**src/common/pin_own_pkg.sv**
```systemverilog
// Purpose: shared constants for the port pin ownership controller
// Assumes: 100 MHz clk_i, classic Wishbone with 32-bit data
// Notes: registers hold their data in the low byte; upper bits read zero
package pin_own_pkg;

	localparam int NUM_PINS = 6;
	localparam int RESET_SHARED_PIN = 5;
	localparam int CLOCK_OUT_SHARED_PIN = 4;
	localparam int CLOCK_IN_SHARED_PIN = 3;

	// ***********************************************
	// timing
	// ***********************************************
	localparam int CLK_PERIOD_NS = 10;
	localparam int RST_PULSE_NS = 50;
	localparam int RST_CYC = (RST_PULSE_NS + CLK_PERIOD_NS - 1) / CLK_PERIOD_NS;
	localparam int RST_CNT_W = 3;

	// ***********************************************
	// register map (byte addresses)
	// ***********************************************
	localparam logic [7:0] A_CFG = 8'h00;
	localparam logic [7:0] A_OUT = 8'h04;
	localparam logic [7:0] A_DIR = 8'h08;
	localparam logic [7:0] A_PULL = 8'h0c;
	localparam logic [7:0] A_PINS = 8'h10;
	localparam logic [7:0] A_SLEEP = 8'h14;
	localparam logic [7:0] A_STAT = 8'h18;
	localparam logic [7:0] A_MASK = 8'h1c;
	localparam logic [7:0] A_PCEN = 8'h20;

	// cfg fields
	localparam int CFG_OPT_LSB = 0;
	localparam int CFG_EXTRST_BIT = 3;

	// clock option codes
	localparam logic [2:0] OPT_XTAL = 3'h0;
	localparam logic [2:0] OPT_LFXTAL = 3'h1;
	localparam logic [2:0] OPT_CERAMIC = 3'h2;
	localparam logic [2:0] OPT_EXT_RC = 3'h3;
	localparam logic [2:0] OPT_EXT_CLK = 3'h4;
	localparam logic [2:0] OPT_INT_RC = 3'h5;

	// sleep register codes
	localparam logic [1:0] SLP_RUN = 2'h0;
	localparam logic [1:0] SLP_IDLE = 2'h1;
	localparam logic [1:0] SLP_PDOWN = 2'h2;

	// status / mask bits
	localparam int ST_PCHG = 0;
	localparam int ST_EXTRST = 1;
	localparam int ST_WAKE = 2;
	localparam int ST_W = 3;

	// reset values
	localparam logic [2:0] RST_OPT = OPT_INT_RC;
	localparam logic RST_EXTRST_EN = 1'b1;

	typedef enum logic [1:0] {S_RUN, S_IDLE, S_PDOWN} sleep_t;

	// pins that belong to the port under the chosen clock and reset options
	function automatic logic [NUM_PINS-1:0] port_owned(
		input logic [2:0] opt,
		input logic ext_rst_en
	);
		logic [NUM_PINS-1:0] m;
		m = '1;
		if (ext_rst_en) begin
			m[RESET_SHARED_PIN] = 1'b0;
		end
		if (opt == OPT_XTAL || opt == OPT_LFXTAL || opt == OPT_CERAMIC) begin
			m[CLOCK_OUT_SHARED_PIN] = 1'b0;
		end
		if (opt != OPT_INT_RC) begin
			m[CLOCK_IN_SHARED_PIN] = 1'b0;
		end
		return m;
	endfunction

endpackage

```
**src/common/pin_evt_if.sv**
```systemverilog
// Purpose: synchronised pin levels and change strobes between modules
// Assumes: single clock domain
// Notes: changed is a one-cycle pulse per pin
`timescale 1ns/1ns
`default_nettype none
interface pin_evt_if;
	logic [pin_own_pkg::NUM_PINS-1:0] level;
	logic [pin_own_pkg::NUM_PINS-1:0] changed;
	modport src (output level, output changed);
	modport dst (input level, input changed);
endinterface
`default_nettype wire

```
**src/verilog/pin_sync.sv**
```systemverilog
// Purpose: two-flop synchroniser and change detector for the port pins
// Assumes: pins are asynchronous to clk_i
// Notes: edge detection looks only at the second and third stages
`timescale 1ns/1ns
`default_nettype none
module pin_sync (
	input wire logic clk_i,
	input wire logic rst_i,
	input wire logic ce_i,
	input wire logic [pin_own_pkg::NUM_PINS-1:0] pins_i,
	pin_evt_if.src evt
);
	typedef struct packed {
		logic [pin_own_pkg::NUM_PINS-1:0] meta;
		logic [pin_own_pkg::NUM_PINS-1:0] sync;
		logic [pin_own_pkg::NUM_PINS-1:0] prev;
		logic [pin_own_pkg::NUM_PINS-1:0] chg;
	} sync_t;

	sync_t s_q;
	sync_t s_d;

	always_comb begin
		s_d = s_q;
		s_d.meta = pins_i;
		s_d.sync = s_q.meta;
		s_d.prev = s_q.sync;
		s_d.chg = s_q.sync ^ s_q.prev;
	end

	// pins idle high under pull-ups, so reset to ones avoids a false change
	always_ff @(posedge clk_i) begin
		if (rst_i) begin
			s_q <= '{meta: '1, sync: '1, prev: '1, chg: '0};
		end else if (ce_i) begin
			s_q <= s_d;
		end
	end

	assign evt.level = s_q.sync;
	assign evt.changed = s_q.chg;
endmodule
`default_nettype wire

```
**src/verilog/reset_filter.sv**
```systemverilog
// Purpose: qualifies a low level on the shared reset pin
// Assumes: level_i is already synchronised
// Notes: active stays high for as long as the pin stays low
`timescale 1ns/1ns
`default_nettype none
module reset_filter (
	input wire logic clk_i,
	input wire logic rst_i,
	input wire logic ce_i,
	input wire logic enable_i,
	input wire logic level_i,
	output logic active_o
);
	typedef struct packed {
		logic [pin_own_pkg::RST_CNT_W-1:0] cnt;
		logic active;
	} filt_t;

	localparam logic [pin_own_pkg::RST_CNT_W-1:0] CNT_MAX =
		pin_own_pkg::RST_CNT_W'(pin_own_pkg::RST_CYC);

	filt_t s_q;
	filt_t s_d;

	always_comb begin
		s_d = s_q;
		if (!enable_i || level_i) begin
			s_d.cnt = '0;
			s_d.active = 1'b0;
		end else if (s_q.cnt == CNT_MAX) begin
			s_d.active = 1'b1;
		end else begin
			s_d.cnt = s_q.cnt + 1'b1;
		end
	end

	always_ff @(posedge clk_i) begin
		if (rst_i) begin
			s_q <= '0;
		end else if (ce_i) begin
			s_q <= s_d;
		end
	end

	assign active_o = s_q.active;
endmodule
`default_nettype wire

```
**src/verilog/port_pin_ownership_ctrl.sv**
```systemverilog
// Purpose: shares six port pins between port logic, reset and clock pins
// Assumes: classic Wishbone slave, 100 MHz clk_i, sync active-high rst_i
// Notes: HAS_EEPROM selects the variant with an open-drain top pin
//
// Local design decisions: the register offsets and the Wishbone register port.
`timescale 1ns/1ns
`default_nettype none
module port_pin_ownership_ctrl #(
	parameter bit HAS_EEPROM = 1'b1
) (
	input wire logic clk_i,
	input wire logic rst_i,
	input wire logic ce_i,
	// ***********************************************
	// wishbone slave
	// ***********************************************
	input wire logic cyc_i,
	input wire logic stb_i,
	input wire logic we_i,
	input wire logic [7:0] adr_i,
	input wire logic [3:0] sel_i,
	input wire logic [31:0] dat_i,
	output logic [31:0] dat_o,
	output logic ack_o,
	// ***********************************************
	// pins
	// ***********************************************
	input wire logic [pin_own_pkg::NUM_PINS-1:0] port_pins_i,
	output logic [pin_own_pkg::NUM_PINS-1:0] port_pins_o,
	output logic [pin_own_pkg::NUM_PINS-1:0] port_pins_oe_o,
	output logic [pin_own_pkg::NUM_PINS-1:0] pullup_en_o,
	// ***********************************************
	// system
	// ***********************************************
	output logic ext_reset_o,
	output logic cpu_halt_o,
	output logic osc_stop_o,
	output logic timer_run_o,
	output logic irq_o
);

	localparam int N = pin_own_pkg::NUM_PINS;
	localparam int TOP = pin_own_pkg::RESET_SHARED_PIN;
	localparam int W = pin_own_pkg::ST_W;

	typedef struct packed {
		logic [2:0] opt;
		logic ext_rst_en;
		logic [N-1:0] out;
		logic [N-1:0] dir;
		logic [N-2:0] pull;
		logic [N-1:0] pcen;
		logic [W-1:0] stat;
		logic [W-1:0] mask;
		pin_own_pkg::sleep_t sleep;
		logic rst_prev;
		logic ack;
		logic [7:0] rdata;
	} ctrl_t;

	ctrl_t s_q;
	ctrl_t s_d;

	pin_evt_if evt ();

	logic ext_rst_act;
	logic [N-1:0] own;
	logic [N-1:0] pc_hit;
	logic [W-1:0] ev;
	logic bus_req;
	logic wr_en;
	logic wake;
	logic [7:0] rd_mux;

	// ***********************************************
	// pin synchroniser and reset qualifier
	// ***********************************************
	pin_sync u_sync (
		.clk_i(clk_i),
		.rst_i(rst_i),
		.ce_i(ce_i),
		.pins_i(port_pins_i),
		.evt(evt.src)
	);

	reset_filter u_rstf (
		.clk_i(clk_i),
		.rst_i(rst_i),
		.ce_i(ce_i),
		.enable_i(s_q.ext_rst_en),
		.level_i(evt.level[TOP]),
		.active_o(ext_rst_act)
	);

	// ***********************************************
	// read mux
	// ***********************************************
	always_comb begin
		rd_mux = 8'h00;
		unique case (adr_i)
			pin_own_pkg::A_CFG: begin
				rd_mux[pin_own_pkg::CFG_OPT_LSB +: 3] = s_q.opt;
				rd_mux[pin_own_pkg::CFG_EXTRST_BIT] = s_q.ext_rst_en;
			end
			pin_own_pkg::A_OUT: begin
				rd_mux[N-1:0] = s_q.out;
			end
			pin_own_pkg::A_DIR: begin
				rd_mux[N-1:0] = s_q.dir;
			end
			pin_own_pkg::A_PULL: begin
				rd_mux[N-2:0] = s_q.pull;
			end
			pin_own_pkg::A_PINS: begin
				// pins taken by reset or clock read as zero
				rd_mux[N-1:0] = evt.level & own;
			end
			pin_own_pkg::A_SLEEP: begin
				unique case (s_q.sleep)
					pin_own_pkg::S_RUN: begin
						rd_mux[1:0] = pin_own_pkg::SLP_RUN;
					end
					pin_own_pkg::S_IDLE: begin
						rd_mux[1:0] = pin_own_pkg::SLP_IDLE;
					end
					pin_own_pkg::S_PDOWN: begin
						rd_mux[1:0] = pin_own_pkg::SLP_PDOWN;
					end
				endcase
			end
			pin_own_pkg::A_STAT: begin
				rd_mux[W-1:0] = s_q.stat;
			end
			pin_own_pkg::A_MASK: begin
				rd_mux[W-1:0] = s_q.mask;
			end
			pin_own_pkg::A_PCEN: begin
				rd_mux[N-1:0] = s_q.pcen;
			end
			default: begin
				rd_mux = 8'h00;
			end
		endcase
	end

	// ***********************************************
	// next state
	// ***********************************************
	always_comb begin
		s_d = s_q;
		s_d.ack = 1'b0;
		s_d.rst_prev = ext_rst_act;
		ev = '0;
		wake = 1'b0;
		own = pin_own_pkg::port_owned(s_q.opt, s_q.ext_rst_en);
		pc_hit = evt.changed & own & s_q.pcen;
		bus_req = cyc_i && stb_i && !s_q.ack;
		wr_en = bus_req && we_i && sel_i[0];

		if (|pc_hit) begin
			ev[pin_own_pkg::ST_PCHG] = 1'b1;
		end
		if (ext_rst_act && !s_q.rst_prev) begin
			ev[pin_own_pkg::ST_EXTRST] = 1'b1;
		end

		// sleep sequencing
		unique case (s_q.sleep)
			pin_own_pkg::S_RUN: begin
				if (wr_en && adr_i == pin_own_pkg::A_SLEEP) begin
					if (dat_i[1:0] == pin_own_pkg::SLP_IDLE) begin
						s_d.sleep = pin_own_pkg::S_IDLE;
					end else if (dat_i[1:0] == pin_own_pkg::SLP_PDOWN) begin
						s_d.sleep = pin_own_pkg::S_PDOWN;
					end
				end
			end
			pin_own_pkg::S_IDLE: begin
				// any unmasked interrupt source ends idle
				if (|((s_q.stat | ev) & s_q.mask) || |pc_hit) begin
					wake = 1'b1;
				end
			end
			pin_own_pkg::S_PDOWN: begin
				// only the pin change path works without the oscillator
				if (|pc_hit) begin
					wake = 1'b1;
				end
			end
		endcase
		if (wake) begin
			s_d.sleep = pin_own_pkg::S_RUN;
			ev[pin_own_pkg::ST_WAKE] = 1'b1;
		end

		// bus access
		if (bus_req) begin
			s_d.ack = 1'b1;
			s_d.rdata = rd_mux;
		end
		if (wr_en) begin
			unique case (adr_i)
				pin_own_pkg::A_CFG: begin
					s_d.opt = dat_i[pin_own_pkg::CFG_OPT_LSB +: 3];
					s_d.ext_rst_en = dat_i[pin_own_pkg::CFG_EXTRST_BIT];
				end
				pin_own_pkg::A_OUT: begin
					s_d.out = dat_i[N-1:0];
				end
				pin_own_pkg::A_DIR: begin
					s_d.dir = dat_i[N-1:0];
				end
				pin_own_pkg::A_PULL: begin
					s_d.pull = dat_i[N-2:0];
				end
				pin_own_pkg::A_MASK: begin
					s_d.mask = dat_i[W-1:0];
				end
				pin_own_pkg::A_PCEN: begin
					s_d.pcen = dat_i[N-1:0];
				end
				default: begin
					s_d.opt = s_q.opt;
				end
			endcase
		end

		// read clears status; a same-cycle event still lands
		if (bus_req && !we_i && adr_i == pin_own_pkg::A_STAT) begin
			s_d.stat = '0;
		end
		s_d.stat = s_d.stat | ev;

		// external reset returns the port to its reset state
		if (ext_rst_act) begin
			s_d.out = '0;
			s_d.dir = '0;
			s_d.pull = '0;
			s_d.sleep = pin_own_pkg::S_RUN;
		end
	end

	// ***********************************************
	// registers
	// ***********************************************
	always_ff @(posedge clk_i) begin
		if (rst_i) begin
			s_q <= '{
				opt: pin_own_pkg::RST_OPT,
				ext_rst_en: pin_own_pkg::RST_EXTRST_EN,
				sleep: pin_own_pkg::S_RUN,
				default: '0
			};
		end else if (ce_i) begin
			s_q <= s_d;
		end
	end

	// ***********************************************
	// pin drivers
	// ***********************************************
	// enables are gated combinationally by the reset levels so the
	// pins float at once, without waiting for any clock edge
	always_comb begin
		port_pins_o = '0;
		port_pins_oe_o = '0;
		pullup_en_o = '0;
		for (int i = 0; i < N - 1; i++) begin
			port_pins_o[i] = s_q.out[i];
			port_pins_oe_o[i] = own[i] && s_q.dir[i];
			pullup_en_o[i] = own[i] && !s_q.dir[i] && s_q.pull[i];
		end
		// top pin never drives high; input-only variant never drives
		port_pins_o[TOP] = 1'b0;
		port_pins_oe_o[TOP] = HAS_EEPROM && own[TOP] &&
			s_q.dir[TOP] && !s_q.out[TOP];
		if (rst_i || ext_rst_act) begin
			port_pins_oe_o = '0;
			pullup_en_o = '0;
		end
	end

	// ***********************************************
	// system outputs
	// ***********************************************
	assign ext_reset_o = ext_rst_act;
	assign cpu_halt_o = s_q.sleep != pin_own_pkg::S_RUN;
	assign osc_stop_o = s_q.sleep == pin_own_pkg::S_PDOWN;
	assign timer_run_o = s_q.sleep != pin_own_pkg::S_PDOWN;
	assign irq_o = |(s_q.stat & s_q.mask);
	assign ack_o = s_q.ack;
	assign dat_o = {24'h00_0000, s_q.rdata};

endmodule
`default_nettype wire

```
**config.mk**
```make
export PLATFORM = sky130hd
export DESIGN_NAME = port_pin_ownership_ctrl
export DESIGN_NICKNAME = d
export VERILOG_FILES = /design/src/common/pin_own_pkg.sv /design/src/common/pin_evt_if.sv /design/src/verilog/pin_sync.sv /design/src/verilog/reset_filter.sv /design/src/verilog/port_pin_ownership_ctrl.sv
export SDC_FILE = /design/constraint.sdc
export NUM_CORES = 1
export LEC_CHECK = 0
export BUFFER_PORTS_ARGS = -buffer_cell sky130_fd_sc_hd__buf_2
export CORE_UTILIZATION = 28
export DETAILED_ROUTE_END_ITERATION = 8
export GPL_TIMING_DRIVEN = 1
export HOLD_SLACK_MARGIN = 0.05
export PLACE_DENSITY_LB_ADDON = 0.25
export SYNTH_ARGS = -nofsm -noshare
export SYNTH_HDL_FRONTEND = slang
export SYNTH_SLANG_ARGS = --single-unit
```
**constraint.sdc**
```tcl
create_clock -name clk_i -period 2.7 [get_ports clk_i]
set_clock_uncertainty 0.05 [all_clocks]
set_input_delay 0.27 -clock clk_i [delete_from_list [all_inputs] [get_ports clk_i]]
set_output_delay 0.27 -clock clk_i [all_outputs]
set_load 0.03 [all_outputs]
```
* After elaboration in Yosys (flattened, before gate mapping)
Index checks and enable logic that the tools add are counted.
** Storage, ports and cells
- Register bits :: 71
- Input bits :: 56
- Output and inout port bits :: 56
- Word-level logic and storage cells :: 137
** Operators by class
- Add/sub/neg operators :: 1
- Equal/unequal tests :: 18
- Muxes and demuxes :: 33
- Bitwise operators :: 8
- Reduce and logical (&&, ||, !) cells :: 59
** Operators by type and width (number)
- 8-bit by 5-bit equality test with 1-bit output (second input constant) :: 4
- 6-bit two-way mux :: 4
- 23-bit two-way mux :: 1
- 1-bit logical AND :: 19
- 6-bit AND :: 3
- 2-bit one-hot mux with 9 select lines :: 1
- 3-bit AND reduction :: 6
- 17-bit two-way mux :: 1
- 8-bit by 4-bit equality test with 1-bit output (second input constant) :: 2
- 2-bit two-way mux :: 6
- 2-bit nonzero test :: 6
- 1-bit zero test :: 10
- 5-bit two-way mux :: 2
- 9-bit two-way mux :: 1
- 8-bit by 3-bit equality test with 1-bit output (second input constant) :: 1
- 8-bit by 6-bit equality test with 1-bit output (second input constant) :: 1
- 8-bit zero test :: 1
- 1-bit two-way mux :: 8
- 1-bit one-hot mux with 8 select lines :: 1
- 3-bit AND :: 2
- 3-bit two-way mux :: 2
- 1-bit one-hot mux with 6 select lines :: 1
- 2-bit one-hot mux with 3 select lines :: 1
- 2-bit AND reduction :: 3
- other kinds (24) :: 32

* Longest topological paths before layout
- Depth in word-level cells :: 16
- Gate-level depth with buffers :: 9

* By module
Synthesis repeated with hierarchy kept, for this count alone.
** Second synthesis, totals
- Cells, all modules :: 464
- Area total of the unflattened synthesis :: 3963.8 um^2
** Modules (own cells, without submodules)
- port_pin_ownership_ctrl :: times used 1, cells an instance 343, area each 2700.1 um^2, seq. area each 860.8 um^2
- pin_sync :: times used 1, cells an instance 97, area each 1051.0 um^2, seq. area each 480.5 um^2
- reset_filter :: times used 1, cells an instance 24, area each 212.7 um^2, seq. area each 80.1 um^2

* Worst setup path after synthesis
No wires, ideal clock.
- Path kind :: register to output
- Start :: register u_rstf.s_q (netlist bit u_rstf.active_o)
- End :: output port_pins_oe_o[5] (netlist name)
- Data arrival time :: 1855 ps
- Required time :: 2380 ps
- Slack :: 525 ps
- Cell stages (with the launch flop) :: 3
- Cell sequence :: dfxtp_1 > or2_2 > nor4b_1
** Between the ends
- Word-level cells in the longest chain between the ends :: 2
** Ends and longest elaborated chain
- start: declaration :: line reset_filter.sv:22 : filt_t s_q;
- start signal: assignment :: line reset_filter.sv:39 : s_q <= '0;
- start signal: assignment :: line reset_filter.sv:41 : s_q <= s_d;
- 1-bit logical OR :: line port_pin_ownership_ctrl.sv:277 : if (rst_i || ext_rst_act) begin
- 6-bit two-way mux :: line port_pin_ownership_ctrl.sv:277
- end: declaration :: line port_pin_ownership_ctrl.sv:30 : output logic [pin_own_pkg::NUM_PINS-1:0] port_pins_oe_o,
No other way between the ends.

* Worst setup path in the final report
- Start :: register s_q[18] (netlist name)
- End :: register s_q[10] (netlist name)
** Between the ends
- Word-level cells in the longest chain between the ends :: 11
** Ends and longest elaborated chain
- start: declaration :: line port_pin_ownership_ctrl.sv:61 : ctrl_t s_q;
- start signal: assignment :: line port_pin_ownership_ctrl.sv:248 : s_q <= '{
- 6-bit AND * :: line port_pin_ownership_ctrl.sv:156 : pc_hit = evt.changed & own & s_q.pcen;
- 6-bit OR reduction * :: line port_pin_ownership_ctrl.sv:160, port_pin_ownership_ctrl.sv:180, port_pin_ownership_ctrl.sv:186
- 1-bit two-way mux :: line port_pin_ownership_ctrl.sv:160, port_pin_ownership_ctrl.sv:186
- 3-bit by 2-bit OR with 3-bit output :: line port_pin_ownership_ctrl.sv:180 : if (|((s_q.stat | ev) & s_q.mask) || |pc_hit) begin
- 3-bit AND :: line port_pin_ownership_ctrl.sv:180
- 3-bit OR reduction :: line port_pin_ownership_ctrl.sv:180
- 1-bit logical OR :: line port_pin_ownership_ctrl.sv:180
- 1-bit two-way mux :: line port_pin_ownership_ctrl.sv:180
- 1-bit one-hot mux with 2 select lines * :: line port_pin_ownership_ctrl.sv:168 : unique case (s_q.sleep)
- 4-bit nonzero test (no source line), or another cell as far along
- 4-bit AND reduction (no source line) / 2-bit two-way mux (equally long branches)
Every way passes the cells marked *; elsewhere a longest branch is shown, timed or not.
A chain may end at the register's enable or synchronous reset.

==> reports/qor.txt <==
CP max FO = 3
Commonest non-fill, non-tap cell in the layout = dfxtp_1
Area Overhead vs Synth = 14.4%
WP data required = 2.89 ns
Final setup violation count = 0
Initial Utilization = 0.287
Mapped cell area = 0.00382 mm²
Psw = 629 µW
Ys async rst share = 0
Max Root-Sink Buffers = 2
Worst VDD drop = 0.000364 V
Commonest cells after routing, fill and taps aside = dfxtp_1, buf_2, nor2_1
Final TNS setup = 0 ns
Sw Share = 0.243
Syn Area/Cell = 8.58 µm²
Final setup margin = 0.479 ns
Internal = 1960 µW
Setup WS pre-CTS = 0.470 ns
Pwr Total = 2590 µW
Layout Cells excl Fill = 665
Clock-pin slew of the registers on the worst-case setup and hold paths = 0.06 ns
I/O Buffers = 54
CP Capture Type = flop
WL final = 10300 µm
Share of layout cells above drive strength 1 = 0.198
Clk_lat worst skew = 0.33 ns
Post-synthesis sequential element count = 71
Die H = 119 µm
Crit path from = s_q[18]
Reg2reg start = s_q[18]
Die ar. = 0.0141 mm²
Yosys Warn Count = 0
H-tree levels = 3
Clk root buf = clkbuf_16
MaxCap Viol Count = 0
CP arrival = 2.41 ns
Hold buffer count at cts = 0
Syn Inst Count = 445
Placer Congestion = 0.845
Largest net degree at the start of global routing = 72
Final period demand of the worst path = 2.22 ns
PD cells = 593 mW/mm²
Initial DRC count = 227
Worst-Margin Slew = 0.788 ns
First-pass GRT wire length = 16300 µm
Vias in the first global route = 3030
Number of synthesized flops with an enable pin = 0
NumNets Final = 546
Final Max Tran Viols = 0
FP Rows = 42
Dpl cells = 649
RSZ-0062 raised after global routing = no
Worst Hold Class = input port to flop
Postcts setup bufs = 0
Initial antenna violation count = 0
Fill count = 1397
Final period utilization = 0.822
Vias per inst = 4.97
Worst setup path endpoint = s_q[10]
Post-DP HPWL = 7310 µm
Routed via count = 3305
Worst R2R End = s_q[10]
Routed Antenna Nets = 0
Crit start category = flop
Comb pwr share = 0.095
ANT cells = 0
Status = finished clean
Grt total ovfl = 0
P_leak = 0.00172 µW
Max_slew headroom = 0.473
Die W = 119 µm
GR Util All Layers = 0.150
Drt pass-1 iters = 5
I/O pin count = 112
Clock power frac = 0.481
# DRC = 0
Main flop type after synthesis = dfxtp_1
Hold Fails Final Rpt = 0
CTS tree = done
Routed wire per std cell = 15.5 µm
Core Area = 0.0133 mm²
Distinct cells, synth = 60
CTS Buf Count = 9
Post-synthesis sequential area ratio = 0.372
Seq pwr share = 0.424
Clock Sinks = 71
Max Fclk = 0.450 GHz
Post-CTS sizing = 0
Critical path type = flop to flop
Reg2Reg Depth = 6
Reg-to-reg slack, setup = 0.48 ns
## worst max-delay path, stage by stage (launching register included)
cell      delay (ns)
dfxtp_1         0.34
a222oi_1        0.35
o21ai_0         0.14
a311oi_1        0.43
a21oi_1         0.21
or4_1           0.54
o31ai_1         0.08
## registers in the layout (all words and copies together) (netlist names)
signal and cells:
ack_o 1, dat_o 6, port_pins_o 5, s_q 31, u_rstf.active_o 1, u_rstf.s_q 3
u_sync.evt.changed 6, u_sync.evt.level 6, u_sync.s_d 6, u_sync.s_q 6
## cell usage after synthesis, types with 5 or more instances
cell type / count / area (µm²)
a211o_1: 21 / 184
a211oi_1: 9 / 67.6
a21oi_1: 26 / 130
a22o_1: 5 / 43.8
a31oi_1: 14 / 87.6
and2_1: 13 / 81.3
buf_4: 39 / 293
clkbuf_1: 17 / 63.8
dfxtp_1: 71 / 1420
ha_1: 6 / 75.1
inv_1: 8 / 30.0
mux2i_1: 5 / 50.1
nand2_1: 29 / 109
nand3_1: 23 / 115
nor2_1: 53 / 199
nor2b_1: 13 / 81.3
nor3_1: 6 / 30.0
o21ai_0: 10 / 50.1
xnor2_1: 6 / 52.6
## kinds of logic (layout without fill, tap and decap cells)
logic type,after synthesis,in the layout,synth area share
AND/OR/NAND/NOR,172,172,0.241
multiplexers,12,12,0.0426
buffers and inverters,74,91,0.124
AO/OA/AOI/OAI,103,103,0.187
adder cells (fa/ha/maj),6,6,0.0197
flip-flops,71,71,0.372
XOR/XNOR,6,6,0.0138
other,1,28,0.000982
## power by group through the flow
stage,Clock (µW),Combinational (µW),Sequential (µW)
final,1250,245,1100
after global routing,1320,267,1100
after CTS,1270,246,1100
after detailed placement,0,245,1120
after global placement,0,243,1120
after floorplan,0,217,1120
## per-layer routing
| metal | up-vias | GRT usage | wire length [µm] |
|---|---|---|---|
| met3 | 16 | 0.0454 | 700 |
| met2 | 120 | 0.228 | 4420 |
| met1 | 1557 | 0.199 | 4960 |
| li1 | 1612 | - | - |
| met4 | 0 | 0.0514 | 210 |
| met5 | - | 0 | 0 |
## through the flow
step / cell area (µm²) / utilization / hold WS [ns]
2_1_floorplan: 3920 / - / 0.332
3_3_place_gp: 4060 / 0.306 / 0.394
3_5_place_dp: 4060 / 0.306 / 0.397
4_1_cts: 4370 / 0.329 / 0.0832
5_1_grt: 4370 / 0.329 / 0.0874
6_report: 4370 / 0.329 / 0.0946
## area by class of cell
cell class                      count  area, µm²  share of cell area
Multi-Input combinational cell    327       2030               0.464
Sequential cell                    71       1420               0.325
Timing Repair Buffer               66        360              0.0825
Clock buffer                       12        236              0.0541
Tap cell                          176        220              0.0504
Clock inverter                      4       70.1              0.0160
Inverter                            9       33.8             0.00773
## how the worst min path moves through the flow
stage                   startpoint             endpoint  slack, ns  cells past startpoint
finish              port_pins_i[3]       u_sync.s_d[15]       0.09                      2
global route        port_pins_i[5]       u_sync.s_d[17]       0.09                      2
CTS                 port_pins_i[5]       u_sync.s_d[17]       0.08                      2
detailed placement  u_sync.s_d[17]  u_sync.evt.level[5]       0.40                      1
global placement    u_sync.s_d[17]  u_sync.evt.level[5]       0.39                      1
floorplan                 dat_i[0]              s_q[11]       0.33                      1
Note: power is estimated with default switching activity, not from simulation.
